**config.mk**
```make
export PLATFORM = sky130hd
export DESIGN_NAME = mmec_channel
export DESIGN_NICKNAME = d
export VERILOG_FILES = /design/src/core/mmec_pkg.sv /design/src/core/mmec_channel.sv
export SDC_FILE = /design/constraint.sdc
export NUM_CORES = 1
export LEC_CHECK = 0
export ABC_AREA = 1
export ABC_CLOCK_PERIOD_IN_PS = 8700
export BUFFER_PORTS_ARGS = -buffer_cell sky130_fd_sc_hd__buf_2
export CAP_MARGIN = 10
export CORE_MARGIN = 4
export CORE_UTILIZATION = 64
export CTS_CLUSTER_DIAMETER = 80
export DETAILED_ROUTE_END_ITERATION = 7
export PLACE_DENSITY = 0.82
export SYNTH_ARGS = -nofsm -noshare
export SYNTH_HDL_FRONTEND = slang
export SYNTH_SLANG_ARGS = --single-unit
```
**constraint.sdc**
```tcl
create_clock -name clk -period 8.7 [get_ports clk]
set_clock_uncertainty 0.15 [all_clocks]
set_input_delay 0.87 -clock clk [delete_from_list [all_inputs] [get_ports clk]]
set_output_delay 0.87 -clock clk [all_outputs]
set_load 0.02 [all_outputs]
```
**src/core/mmec_pkg.sv**
```systemverilog
package mmec_pkg;

    localparam int MMEC_AW = 8;
    localparam int MMEC_DW = 32;

    // Register byte addresses, one 32-bit word each.
    localparam logic [7:0] MMEC_REG_CTRL = 8'h00;
    localparam logic [7:0] MMEC_REG_LIMIT = 8'h04;
    localparam logic [7:0] MMEC_REG_COUNT = 8'h08;
    localparam logic [7:0] MMEC_REG_RESULT = 8'h0C;
    localparam logic [7:0] MMEC_REG_STATUS = 8'h10;

    // Function codes held in the mode field of the control register.
    localparam logic [2:0] MMEC_MODULO_UP_DOWN_MODE = 3'h0;
    localparam logic [2:0] MMEC_COUNT_DIRECTION_MODE = 3'h1;
    localparam logic [2:0] MMEC_MODULO_COUNT_DIRECTION_MODE = 3'h2;
    localparam logic [2:0] MMEC_A_OVER_B_MODE = 3'h3;
    localparam logic [2:0] MMEC_AVG_PERIOD_MODE = 3'h4;
    localparam logic [2:0] MMEC_GATED_SINGLE_INTERVAL_MODE = 3'h5;
    localparam logic [2:0] MMEC_ALL_CHANNEL_RATE_CONFIG = 3'h6;

    localparam int MMEC_CTRL_W = 9;
    localparam logic [8:0] MMEC_CTRL_RST = 9'h000;
    localparam logic [15:0] MMEC_LIMIT_RST = 16'h0002;
    localparam int MMEC_STAT_BUSY_BIT = 0;
    localparam int MMEC_STAT_READY_BIT = 1;
    localparam int MMEC_STAT_W = 2;

    // Frequency gate time and its length in reference clock cycles.
    localparam int MMEC_CLK_KHZ = 125000;
    localparam int MMEC_GATE_MS = 1000;
    localparam int MMEC_GATE_CYCLES = MMEC_GATE_MS * MMEC_CLK_KHZ;
    localparam int MMEC_DIV_STEPS = 32;
    localparam logic [5:0] MMEC_DIV_STEPS_V = 6'h20;

    typedef struct packed {
        logic trigger;
        logic irq_en;
        logic b_level;
        logic quad;
        logic b_fall;
        logic a_fall;
        logic [2:0] mode;
    } mmec_ctrl_s;

    typedef enum logic [3:0] {
        MMEC_IDLE = 4'h1,
        MMEC_WAIT = 4'h2,
        MMEC_RUN = 4'h4,
        MMEC_DIV = 4'h8
    } mmec_state_e;

endpackage

```
**src/core/mmec_channel.sv**
```systemverilog
`timescale 1ns/1ps
// Overview of operation
// - Modulo up/down: A edges count up, B edges count down, range 0..modulus-1.
// - Up-count at modulus-1 wraps to zero and counting goes on.
// - Down-count at zero wraps to modulus-1 and counting goes on.
// - Modulo up/down never raises an interrupt.
// - Up/down and direction counting start only on a trigger.
// - Count/direction: A edges count up when B equals direction level, else down.
// - Signed count wraps from maximum positive to most negative on up-count.
// - Signed count wraps from most negative to maximum positive on down-count.
// - Count/direction modes, plain or modulo, raise no interrupt.
// - Quadrature counts both A transitions, two counts per A period.
// - Quadrature direction is up whenever B leads A.
// - Quadrature suits count/direction only; other functions then count double.
// - Modulo count/direction stays in 0..modulus-1, wrapping both ways.
// - Ratio counts A edges over N B periods, reports A count over N.
// - Ratio starts on first B edge after trigger; reading-available at end.
// - Averaged period averages N A periods, B ignored.
// - Averaged period starts on first A edge after trigger; flag at end.
// - Gated single period measures only the Nth gated A period.
// - Gated single period counts A periods only while B equals gate level.
// - Gated single period flags reading-available after Nth gated period.
// - Rate configuration measures input frequency over a gate, nothing else.
// - Rate configuration flags reading-available when its measurement ends.
module mmec_channel
    import mmec_pkg::*;
#(
    parameter int GATE_CYCLES = MMEC_GATE_CYCLES
)
(
    input wire logic clk,
    input wire logic rst,
    input wire logic ce,
    input wire logic [MMEC_AW-1:0] addr,
    input wire logic [MMEC_DW-1:0] wdata,
    input wire logic wr,
    input wire logic rd,
    output logic [MMEC_DW-1:0] rdata,
    input wire logic a_in,
    input wire logic b_in,
    input wire logic trig_in,
    output logic reading_avail
);

    // A gate shorter than two cycles leaves no room to count a single edge.
    generate
        if (GATE_CYCLES < 2)
        begin : g_bad_gate
            $error("GATE_CYCLES must be at least 2");
        end
    endgenerate

    mmec_ctrl_s ctrl;
    logic [15:0] limit;
    logic [31:0] cnt;
    logic [31:0] ticks;
    logic [15:0] per;
    logic [31:0] result;
    logic ready;
    mmec_state_e state;
    logic [32:0] rem;
    logic [31:0] quo;
    logic [31:0] den;
    logic [5:0] div_cnt;
    logic a_s1, a_s2, a_d;
    logic b_s1, b_s2, b_d;
    logic t_s1, t_s2, t_d;

    // Synchronisers; the first stage feeds only the second.
    always_ff @(posedge clk)
    begin
        if (rst)
        begin
            a_s1 <= 1'b0;
            a_s2 <= 1'b0;
            a_d <= 1'b0;
            b_s1 <= 1'b0;
            b_s2 <= 1'b0;
            b_d <= 1'b0;
            t_s1 <= 1'b0;
            t_s2 <= 1'b0;
            t_d <= 1'b0;
        end
        else if (ce)
        begin
            a_s1 <= a_in;
            a_s2 <= a_s1;
            a_d <= a_s2;
            b_s1 <= b_in;
            b_s2 <= b_s1;
            b_d <= b_s2;
            t_s1 <= trig_in;
            t_s2 <= t_s1;
            t_d <= t_s2;
        end
    end

    wire a_rise = a_s2 & ~a_d;
    wire a_fallw = ~a_s2 & a_d;
    wire b_rise = b_s2 & ~b_d;
    wire b_fallw = ~b_s2 & b_d;
    // Both A transitions count in quadrature, in every function alike.
    wire a_edge = ctrl.quad ? (a_rise | a_fallw) : (ctrl.a_fall ? a_fallw : a_rise);
    wire b_edge = ctrl.b_fall ? b_fallw : b_rise;
    wire b_match = (b_s2 == ctrl.b_level);
    // B leads A when B is already high at A's rise or already low at A's fall.
    wire dir_up = ctrl.quad ? (a_rise ? b_s2 : ~b_s2) : b_match;

    wire is_mud = (ctrl.mode == MMEC_MODULO_UP_DOWN_MODE);
    wire is_cd = (ctrl.mode == MMEC_COUNT_DIRECTION_MODE);
    wire is_cdm = (ctrl.mode == MMEC_MODULO_COUNT_DIRECTION_MODE);
    wire is_rat = (ctrl.mode == MMEC_A_OVER_B_MODE);
    wire is_avg = (ctrl.mode == MMEC_AVG_PERIOD_MODE);
    wire is_gsi = (ctrl.mode == MMEC_GATED_SINGLE_INTERVAL_MODE);
    wire is_frq = (ctrl.mode == MMEC_ALL_CHANNEL_RATE_CONFIG);
    wire is_count = is_mud | is_cd | is_cdm;
    wire modular = is_mud | is_cdm;

    // Coincident A and B edges in up/down cancel, so no edge is lost.
    wire up_ev = is_mud ? (a_edge & ~b_edge) : (a_edge & dir_up);
    wire dn_ev = is_mud ? (b_edge & ~a_edge) : (a_edge & ~dir_up);
    wire [31:0] mod_top = {16'h0000, limit} - 32'h00000001;
    // Plain 32-bit add and subtract wrap the signed count in both directions.
    wire [31:0] inc_val = (modular && cnt == mod_top) ? 32'h00000000 : cnt + 32'h00000001;
    wire [31:0] dec_val = (modular && cnt == 32'h0) ? mod_top : cnt - 32'h00000001;
    wire [31:0] next_cnt_count = up_ev ? inc_val : (dn_ev ? dec_val : cnt);

    wire ctrl_wr = wr && addr == MMEC_REG_CTRL;
    wire limit_wr = wr && addr == MMEC_REG_LIMIT;
    wire stat_wr = wr && addr == MMEC_REG_STATUS;
    wire sw_trig = ctrl_wr && wdata[MMEC_CTRL_W-1];
    wire hw_trig = t_s2 & ~t_d;
    // A control write without the trigger bit parks the channel idle.
    wire park = ctrl_wr && !wdata[MMEC_CTRL_W-1];
    wire trig = sw_trig | (hw_trig & ~ctrl_wr);
    // A trigger written together with a new mode must start that mode, not the old one.
    wire [2:0] trig_mode = ctrl_wr ? wdata[2:0] : ctrl.mode;
    wire trig_run = (trig_mode == MMEC_MODULO_UP_DOWN_MODE) |
                    (trig_mode == MMEC_COUNT_DIRECTION_MODE) |
                    (trig_mode == MMEC_MODULO_COUNT_DIRECTION_MODE) |
                    (trig_mode == MMEC_ALL_CHANNEL_RATE_CONFIG);

    // Start events after the arming trigger.
    wire start_ev = is_rat ? b_edge : (is_avg ? a_edge : (a_edge & b_match));
    wire gated_a = a_edge & b_match;
    wire [15:0] per_inc = per + 16'h0001;
    wire rat_done = is_rat && b_edge && per_inc == limit;
    wire avg_done = is_avg && a_edge && per_inc == limit;
    wire gsi_done = is_gsi && gated_a && per_inc == limit;
    wire frq_done = is_frq && ticks == 32'(GATE_CYCLES - 1);
    wire run_done = rat_done | avg_done | gsi_done | frq_done;
    // Numerator and denominator handed to the divider at completion.
    wire [31:0] a_acc = cnt + {31'h0, a_edge};
    wire [31:0] num_sel = (is_rat | is_frq) ? a_acc : ticks;
    wire [31:0] den_sel = (is_rat | is_avg) ? {16'h0000, limit} : 32'h00000001;

    wire [32:0] rem_sh = {rem[31:0], quo[31]};
    wire [32:0] diff = rem_sh - {1'b0, den};
    wire div_last = (state == MMEC_DIV) && div_cnt == 6'h01;
    // Counting modes never reach the divider, so they never set the flag.
    wire set_ready = div_last;
    wire clr_ready = stat_wr && wdata[MMEC_STAT_READY_BIT];
    wire next_ready = set_ready | (ready & ~clr_ready);

    wire [31:0] ctrl_rd = {{(32 - MMEC_CTRL_W + 1){1'b0}}, ctrl[MMEC_CTRL_W-2:0]};
    wire [31:0] stat_rd = {30'h0, ready, state != MMEC_IDLE};
    wire [31:0] rd_mux = (addr == MMEC_REG_CTRL) ? ctrl_rd :
                         (addr == MMEC_REG_LIMIT) ? {16'h0000, limit} :
                         (addr == MMEC_REG_COUNT) ? cnt :
                         (addr == MMEC_REG_RESULT) ? result :
                         (addr == MMEC_REG_STATUS) ? stat_rd : 32'h00000000;

    // Register file and read port.
    always_ff @(posedge clk)
    begin
        if (rst)
        begin
            ctrl <= MMEC_CTRL_RST;
            limit <= MMEC_LIMIT_RST;
            rdata <= 32'h00000000;
            ready <= 1'b0;
            reading_avail <= 1'b0;
        end
        else if (ce)
        begin
            if (ctrl_wr)
            begin
                ctrl <= {1'b0, wdata[MMEC_CTRL_W-2:0]};
            end
            if (limit_wr)
            begin
                limit <= wdata[15:0];
            end
            if (rd)
            begin
                rdata <= rd_mux;
            end
            ready <= next_ready;
            // A flag left over from a measurement must not interrupt a counting mode.
            reading_avail <= next_ready & ctrl.irq_en & ~is_count;
        end
    end

    // Measurement sequencer.
    always_ff @(posedge clk)
    begin
        if (rst)
        begin
            state <= MMEC_IDLE;
            cnt <= 32'h00000000;
            ticks <= 32'h00000000;
            per <= 16'h0000;
        end
        else if (ce)
        begin
            if (trig)
            begin
                cnt <= 32'h00000000;
                ticks <= 32'h00000000;
                per <= 16'h0000;
                state <= trig_run ? MMEC_RUN : MMEC_WAIT;
            end
            else if (park)
            begin
                state <= MMEC_IDLE;
            end
            else
            begin
                unique case (state)
                    MMEC_IDLE:
                    begin
                        state <= MMEC_IDLE;
                    end
                    MMEC_WAIT:
                    begin
                        if (start_ev)
                        begin
                            state <= MMEC_RUN;
                            ticks <= 32'h00000001;
                        end
                    end
                    MMEC_RUN:
                    begin
                        if (is_count)
                        begin
                            cnt <= next_cnt_count;
                        end
                        else if (run_done)
                        begin
                            state <= MMEC_DIV;
                        end
                        else
                        begin
                            ticks <= ticks + 32'h00000001;
                            if (is_rat | is_frq)
                            begin
                                cnt <= a_acc;
                            end
                            if ((is_rat & b_edge) | (is_avg & a_edge))
                            begin
                                per <= per_inc;
                            end
                            // Only the last gated period is timed, so restart on each.
                            if (is_gsi & gated_a)
                            begin
                                per <= per_inc;
                                ticks <= 32'h00000001;
                            end
                        end
                    end
                    MMEC_DIV:
                    begin
                        if (div_last)
                        begin
                            state <= MMEC_IDLE;
                        end
                    end
                endcase
            end
        end
    end

    // Restoring divider, one quotient bit per cycle; shared by all measurements.
    always_ff @(posedge clk)
    begin
        if (rst)
        begin
            rem <= 33'h000000000;
            quo <= 32'h00000000;
            den <= 32'h00000001;
            div_cnt <= 6'h00;
            result <= 32'h00000000;
        end
        else if (ce)
        begin
            if (state == MMEC_RUN && !is_count && run_done && !trig && !park)
            begin
                rem <= 33'h000000000;
                quo <= num_sel;
                den <= den_sel;
                div_cnt <= MMEC_DIV_STEPS_V;
            end
            else if (state == MMEC_DIV)
            begin
                div_cnt <= div_cnt - 6'h01;
                if (!diff[32])
                begin
                    rem <= diff;
                    quo <= {quo[30:0], 1'b1};
                end
                else
                begin
                    rem <= rem_sh;
                    quo <= {quo[30:0], 1'b0};
                end
                if (div_last)
                begin
                    result <= {quo[30:0], ~diff[32]};
                end
            end
        end
    end

endmodule // mmec_channel

```
==> out/qor.yml, run 1 <==
die:
  ioPinCount: 81
  num_rows: 62
  coreArea_um2: 28600
  fp.dieW_um: 178
  start_util_pct: 64.8
  die_area_um2: 31800
  fp.dieH_um: 178
global_route:
  antenna_found_initial: 0
  grt_max_degree: 102
  grt_pass1_wl_um: 96800
  first_global_vias: 18200
  grt_overflow: 0
  grt_use_total_pct: 37.7
critical_path:
  crit-reg2reg-capture: "quo[21]"
  slowest_stage: "nand2_2"
  path_cells: "inv_1 > ha_1 > nand2_1 > nand4_1 > nand3_1 > nand2_1 > nor2_1 > nand2_1 > nor2_2 > nand2_2 > nand2_4 > nand4_4 > nand2_2 > inv_2 > nor2_1 > nor2_1"
  crit_path_end_kind: "flop"
  start_kind: "flop"
  cp_slowest_stage_delay_ns: 0.83
  cp_data_arrival_time_ns: 5.24
  required_ns: 9.00
  critPathMaxFanout: 56
  criticalPathCategory: "flop to flop"
  reg2reg_setup_slack_ns: 3.76
  r2r_start: "a_s2"
  ff2ff_path_depth: 16
final_layout:
  finish.instance_area_um2: 19700
  area_growth_syn_to_layout_pct: 6.07
  num_antenna_cells: 0
  layout.cells.non_filler: 3299
  nets: 2973
  layout-drive-gt1-share_pct: 7.96
timing:
  report.final.slew_viol_count: 0
  holdWs_ns: 0.302
  max_freq_ghz: 0.202
  setup_ws_ns: 3.76
  slew-limit-headroom_pct: 26.2
  rsz0062_at_grt: "false"
  post-route-period-util_pct: 56.8
  min_period_ns: 4.94
  finalSetupViolCount: 0
  hold_violations: 0
  worstMarginPinSlew_ns: 1.11
  tns_ns: 0
pwr:
  p_leak_nw: 8.27
  vdd_drop_max_v: 0.000168
  pwr-share-clk_pct: 42.8
  p_int_mw: 2.18
  sw_frac_of_total_pct: 29.0
  seqPwrFrac_pct: 41.4
  power.density_nw_per_um2: 156
  power_frac_comb_pct: 15.9
  switching_power_mw: 0.891
clock_tree:
  ctsResizeCount: 0
  path_clk_slew_ns: 0.06
  clock-root-buffer: "clkbuf_16"
  clkSinkCount: 269
  clk_latency_ns: 0.58
  cts_hold_buf: 0
  postCtsSetupRepairBufs: 0
  cts_tree: "yes"
  h-tree-depth: 1
  cts.path.max_buffers: 3
  cts_buffers: 31
flow_run:
  cap_viol_max_count: 0
worst_hold_path:
  holdPathStages: 2
  hold_end: "result[25]"
  hold_path.class: "flop to flop"
  hp-start: "result[25]"
yosys:
  syn_nets: 3024
  synthCells: 2948
  ys_seq_elements: 269
  yosys-mux-area-fraction_pct: 0.594
  synth_area_um2: 18500
  synth_top_family_by_area: "simple AND/OR/NAND/NOR gates"
  synthSimpleGateAreaFrac_pct: 34.1
  syn_area_per_cell_um2: 6.29
  yosysSeqAreaShare_pct: 29.0
  synth-compound-area-share_pct: 18.3
  synth_xor_area_share_pct: 6.38
  synthAdderAreaFrac_pct: 1.93
  ys_warn_count: 0
  ys_types: 53
place:
  dp_hpwl_um: 44100
  dpl.cell_count: 3247
  placed_area_um2: 18600
  port-buffer-count: 64
  pre_cts_ws_ns: 3.83
  gp_congestion: 1.06
run_status:
  outcome: "finished, final reports clean"
drt:
  firstDrtPassIters: 8
  vias: 20200
  drc: 0
  initialDrtViolationCount: 2511
  avgViaCountPerCell: 6.13
  ant_nets: 0
  routedWlPerCell_um: 18.8
  drt_wl_total_um: 62000
==> layout make-up <==
class,instances,area (um^2)
sequential,269,5390
timing repair buffer,78,435
inverter,265,998
multi-input combinational,2252,11400
tap,384,480
clock buffer,42,877
fill,2626,8960
clock inverter,9,128
==> worst max path at each step <==
stage,slack (ns),start,depth (start not counted),endpoint
3_3_place_gp,4.00,addr[1],13,quo[28]
2_1_floorplan,5.77,addr[1],16,ticks[12]
6_report,3.76,a_s2,16,quo[21]
4_1_cts,3.92,a_s2,16,quo[21]
5_1_grt,3.53,a_s2,16,quo[21]
3_5_place_dp,3.83,addr[1],13,quo[21]
==> power groups by stage <==
stage / Sequential (mW) / Combinational [mW] / Clock, mW
final: 1.27 / 0.488 / 1.31
after global routing: 1.27 / 0.537 / 1.37
after global placement: 1.30 / 0.461 / 0
after detailed placement: 1.30 / 0.469 / 0
after CTS: 1.27 / 0.472 / 1.32
after floorplan: 1.28 / 0.363 / 0
==> worst max-delay path, delay by kind of cell, from the launching register on <==
family | cells | cell delay, ns
fa+ha+maj | 1 | 0.32
flops | 1 | 0.33
simple gates | 13 | 3.24
buf+inv | 2 | 0.76
==> logic make-up (layout without fill, tap and decap cells) <==
logic type / Yosys count / count (layout)
AO/OA/AOI/OAI: 620 / 620
multiplexers: 11 / 11
AND/OR/NAND/NOR: 1458 / 1458
flip-flops: 269 / 269
adder cells (fa/ha/maj): 28 / 28
buffers and inverters: 427 / 394
XOR/XNOR: 135 / 135
==> Yosys cell counts, drive strengths merged <==
master   count  area share, %
nor2       351            7.4
o21bai       2          0.081
xnor2       21           0.99
o2111ai      2          0.095
nor4        56            1.9
nor3b        4           0.16
o211ai      32            1.3
o22ai        3           0.10
nand2      760             16
a31oi        4           0.13
inv        259            5.3
mux2i       11           0.59
dfxtp      269             29
a21oi      291            8.5
o31ai        1          0.041
clkinv       6           0.12
buf         59            2.3
nand4       40            1.4
fa           1           0.11
a22oi        1          0.041
nor3        52            1.5
o21a         1          0.041
ha          27            1.8
or2         11           0.40
o21ai      267            7.2
o221ai      11           0.52
nand3      175            4.8
xor2       114            5.4
clkbuf     103            2.1
and2         2          0.067
nand3b       6           0.24
and3         1          0.034
a221oi       5           0.24
==> state kept, by name (all words and copies together), names as in the netlist, 8 cells and up <==
signal,flops
cnt,32
ctrl,8
den,16
limit,16
per,16
quo,32
rdata,32
rem,32
result,32
ticks,32
==> layout by cell type (no fill, tap or decap), types with 3 or more instances in the layout <==
cell type / n
nor4_1: 55
nand4_1: 39
nand2_2: 42
nor2_1: 343
clkbuf_1: 5
xor2_1: 114
nand2_1: 713
nor2_4: 3
clkinvlp_4: 3
buf_4: 14
xnor2_1: 21
nand3_1: 173
or2_2: 8
clkbuf_16: 31
nor3_1: 50
nor2_2: 4
inv_1: 252
o22ai_1: 3
nand3b_1: 6
nand2_4: 3
ha_1: 27
bufinv_16: 3
dfxtp_1: 269
a221oi_1: 5
buf_2: 63
o211ai_1: 32
o21ai_0: 256
clkinv_1: 6
nor3b_1: 4
o221ai_1: 11
inv_2: 5
a21oi_1: 261
mux2i_1: 11
clkbuf_8: 6
a21oi_2: 30
clkinv_2: 4
a31oi_1: 4
o21ai_1: 11
==> layer usage <==
metal	vias up	part of all wire [%]	track usage, %
met4	0	5.8	19.1
met2	1160	44	59.0
met5	-	0	0
li1	9593	-	-
met1	9266	40	50.3
met3	196	10	6.25
==> metrics by stage <==
step	power (mW)	utilization, %
final	3.07	68.7
after detailed placement	1.77	65.1
after global routing	3.18	68.7
after global placement	1.76	65.1
after CTS	3.06	68.6
after floorplan	1.65	-
Note: power is estimated with default switching activity, not from simulation.
==> run 2: changes to the inputs <==
Settings changed: ABC_CLOCK_PERIOD_IN_PS 8700 to 5150, CORE_UTILIZATION 64 to 63, PLACE_DENSITY 0.82 to 0.81.
Clock period 8.7 ns to 5.15 ns, I/O delays scaled along.
==> run 2 against run 1 <==
Net effect: core utilization is 0.44 points lower; first-iteration DRC count is 9.8% lower; sequential share of layout area hardly changed; combinational power is 72% higher; critical path depth is 5 lower; clock-buffer cell count is 1 lower; sequential power is 69% higher; clock power is 72% higher; sequential cell count stayed put; non-clock buffer count is 4 higher; routed wire length is 0.61% higher; via count is 1.1% lower; critical path type unchanged; largest cell class unchanged.
==> out/qor.yml, run 2 (synthesis results as in run 1) <==
final_layout:
  area_growth_syn_to_layout_pct: 6.25  # was 6.07%
  layout_common_cells: "713 x nand2_1, 344 x nor2_1, 269 x dfxtp_1"  # was 713 x nand2_1, 343 x nor2_1, 269 x dfxtp_1
  nets: 2977  # was 2973
  num_antenna_cells: 0  # unchanged
  final_common_cell: "nand2_1"  # unchanged
  finish.instance_area_um2: 19700  # about the same
  layout-drive-gt1-share_pct: 8.17  # was 7.96%
clock_tree:
  path_clk_slew_ns: 0.06  # about the same
  clk_latency_ns: 0.58  # about the same
  clock-root-buffer: "clkbuf_16"  # unchanged
  h-tree-depth: 1  # unchanged
  ctsResizeCount: 0  # unchanged
  cts_tree: "yes"  # unchanged
  clkSinkCount: 269  # unchanged
  cts_buffers: 31  # unchanged
  cts_hold_buf: 0  # unchanged
  cts.path.max_buffers: 3  # unchanged
  postCtsSetupRepairBufs: 0  # unchanged
pwr:
  vdd_drop_max_v: 0.000280  # was 0.000168 V
  p_leak_nw: 8.31  # was 8.27 nW
  power.density_nw_per_um2: 266  # was 156 nW/um^2
  p_total_mw: 5.24  # was 3.07 mW
timing:
  finalSetupViolCount: 0  # unchanged
  post-route-period-util_pct: 75.8  # was 56.8%
  report.final.slew_viol_count: 0  # unchanged
  tns_ns: 0  # unchanged
  slew-limit-headroom_pct: 22.4  # was 26.2%
  max_freq_ghz: 0.256  # was 0.202 GHz
  rsz0062_at_grt: "false"  # unchanged
  setup_ws_ns: 1.25  # was 3.76 ns
  hold_violations: 0  # unchanged
  worstMarginPinSlew_ns: 1.15  # was 1.11 ns
  min_period_ns: 3.90  # was 4.94 ns
critical_path:
  crit_path_end_kind: "flop"  # unchanged
  slowest_stage: "nor4_1"  # was nand2_2
  path_depth: 11  # was 16
  reg2reg_setup_slack_ns: 1.25  # was 3.76 ns
  cp_common_cell: "nand2_1"
  crit_family: "simple AND/OR/NAND/NOR gates"  # unchanged
  criticalPathCategory: "flop to flop"  # unchanged
  crit-reg2reg-capture: "cnt[31]"  # was quo[21]
  path_cells: "nor2_1 > nand3_1 > nor4_1 > nand4_1 > inv_1 > nand2_1 > nand2_1 > o21bai_1 > nand3_1 > nand2_1 > a21oi_1"  # was inv_1 > ha_1 > nand2_1 > nand4_1 > nand3_1 > nand2_1 > nor2_1 > nand2_1 > nor2_2 > nand2_2 > nand2_4 > nand4_4 > nand2_2 > inv_2 > nor2_1 > nor2_1
  required_ns: 5.41  # was 9.00 ns
  critPathMaxFanout: 12  # was 56
  start_kind: "flop"  # unchanged
  cp_slowest_stage_delay_ns: 0.73  # was 0.83 ns
  path_buf_inv: 1  # was 2
  ff2ff_path_depth: 11  # was 16
  cp_data_arrival_time_ns: 4.16  # was 5.24 ns
  r2r_start: "cnt[25]"  # was a_s2
place:
  gp_congestion: 1.02  # was 1.06
  port-buffer-count: 64  # unchanged
  dp_hpwl_um: 44000  # was 44100 um
  placed_area_um2: 18700  # was 18600 um^2
  pre_cts_ws_ns: 1.40  # was 3.83 ns
drt:
  initialDrtViolationCount: 2265  # was 2511
  drc: 0  # unchanged
  vias: 20000  # was 20200
  routedWlPerCell_um: 18.8  # about the same
  avgViaCountPerCell: 6.04  # was 6.13
  firstDrtPassIters: 6  # was 8
  drt_wl_total_um: 62300  # was 62000 um
  ant_nets: 0  # unchanged
global_route:
  grt_max_degree: 120  # was 102
  first_global_vias: 18300  # was 18200
  grt_overflow: 0  # unchanged
  grt_pass1_wl_um: 98300  # was 96800 um
  grt_use_total_pct: 36.6  # was 37.7%
  antenna_found_initial: 0  # unchanged
die:
  die_area_um2: 32200  # was 31800 um^2
  coreArea_um2: 28900  # was 28600 um^2
  fp.dieW_um: 180  # was 178 um
  fp.dieH_um: 180  # was 178 um
  ioPinCount: 81  # unchanged
  num_rows: 62  # unchanged
  start_util_pct: 64.2  # was 64.8%
run_status:
  outcome: "finished, final reports clean"  # unchanged
worst_hold_path:
  hold_path.class: "primary input to flop"  # was flop to flop
  hold_end: "a_s1"  # was result[25]
  holdPathStages: 3  # was 2
  hp-start: "a_in"  # was result[25]
flow_run:
  cap_viol_max_count: 0  # unchanged
[run 2: cell count changes in the layout (fill, tap and decap cells not counted)]
cell,before,now
clkinv_4,0,2
nor2_1,343,344
buf_8,1,0
clkbuf_1,5,6
clkinvlp_4,3,1
inv_6,0,1
inv_4,1,2
buf_4,14,19
clkbuf_8,6,4
clkinv_2,4,8
nor2_2,4,3
[run 2: worst max path at each step]
stage / start / end
after global placement: quo[31] / rem[28]
after detailed placement: addr[7] / limit[10]
after CTS: quo[31] / rem[28]
final: cnt[25] / cnt[31]
after global routing: cnt[25] / cnt[31]
after floorplan: quo[31] / rem[10]
[run 2: routing by layer]
layer,share of wire (%),vias up,global-route usage (%)
met2,44,1050,57.8
met1,41,9145,48.6
met5,0,-,0
li1,-,9603,-
met4,5.5,0,16.9
met3,9.9,198,7.09
[run 2: power breakdown]
part           total, mW  switching [mW]  internal (mW)  leakage, nW
clock network       2.25           0.941           1.31        0.504
logic              0.838           0.579          0.259         5.63
registers           2.15          0.0416           2.11         2.17
total               5.24            1.56           3.67         8.31
[run 2: worst min-delay path, stage by stage]
cell and delay [ns]:
buf_2 0.07, nor2_1 0.03, nor2_1 0.08
[run 2: area by class of cell]
class	instances	area (um^2)
multi-input cells	2252	11400
fillers	2659	9160
flip-flops and latches	269	5390
inverters	265	1000
clock buffers	41	853
well taps	384	480
repair buffers	82	458
clock inverters	15	164
[run 2: per-stage QoR]
stage | hold slack [ns] | utilization, % | instances
after global routing | 0.0186 | 68.3 | 3308
after CTS | 0.0107 | 68.3 | 3308
after floorplan | 0.275 | - | 2948
final | 0.0186 | 68.3 | 3308
after global placement | 0.290 | 64.7 | 3252
after detailed placement | 0.296 | 64.7 | 3252
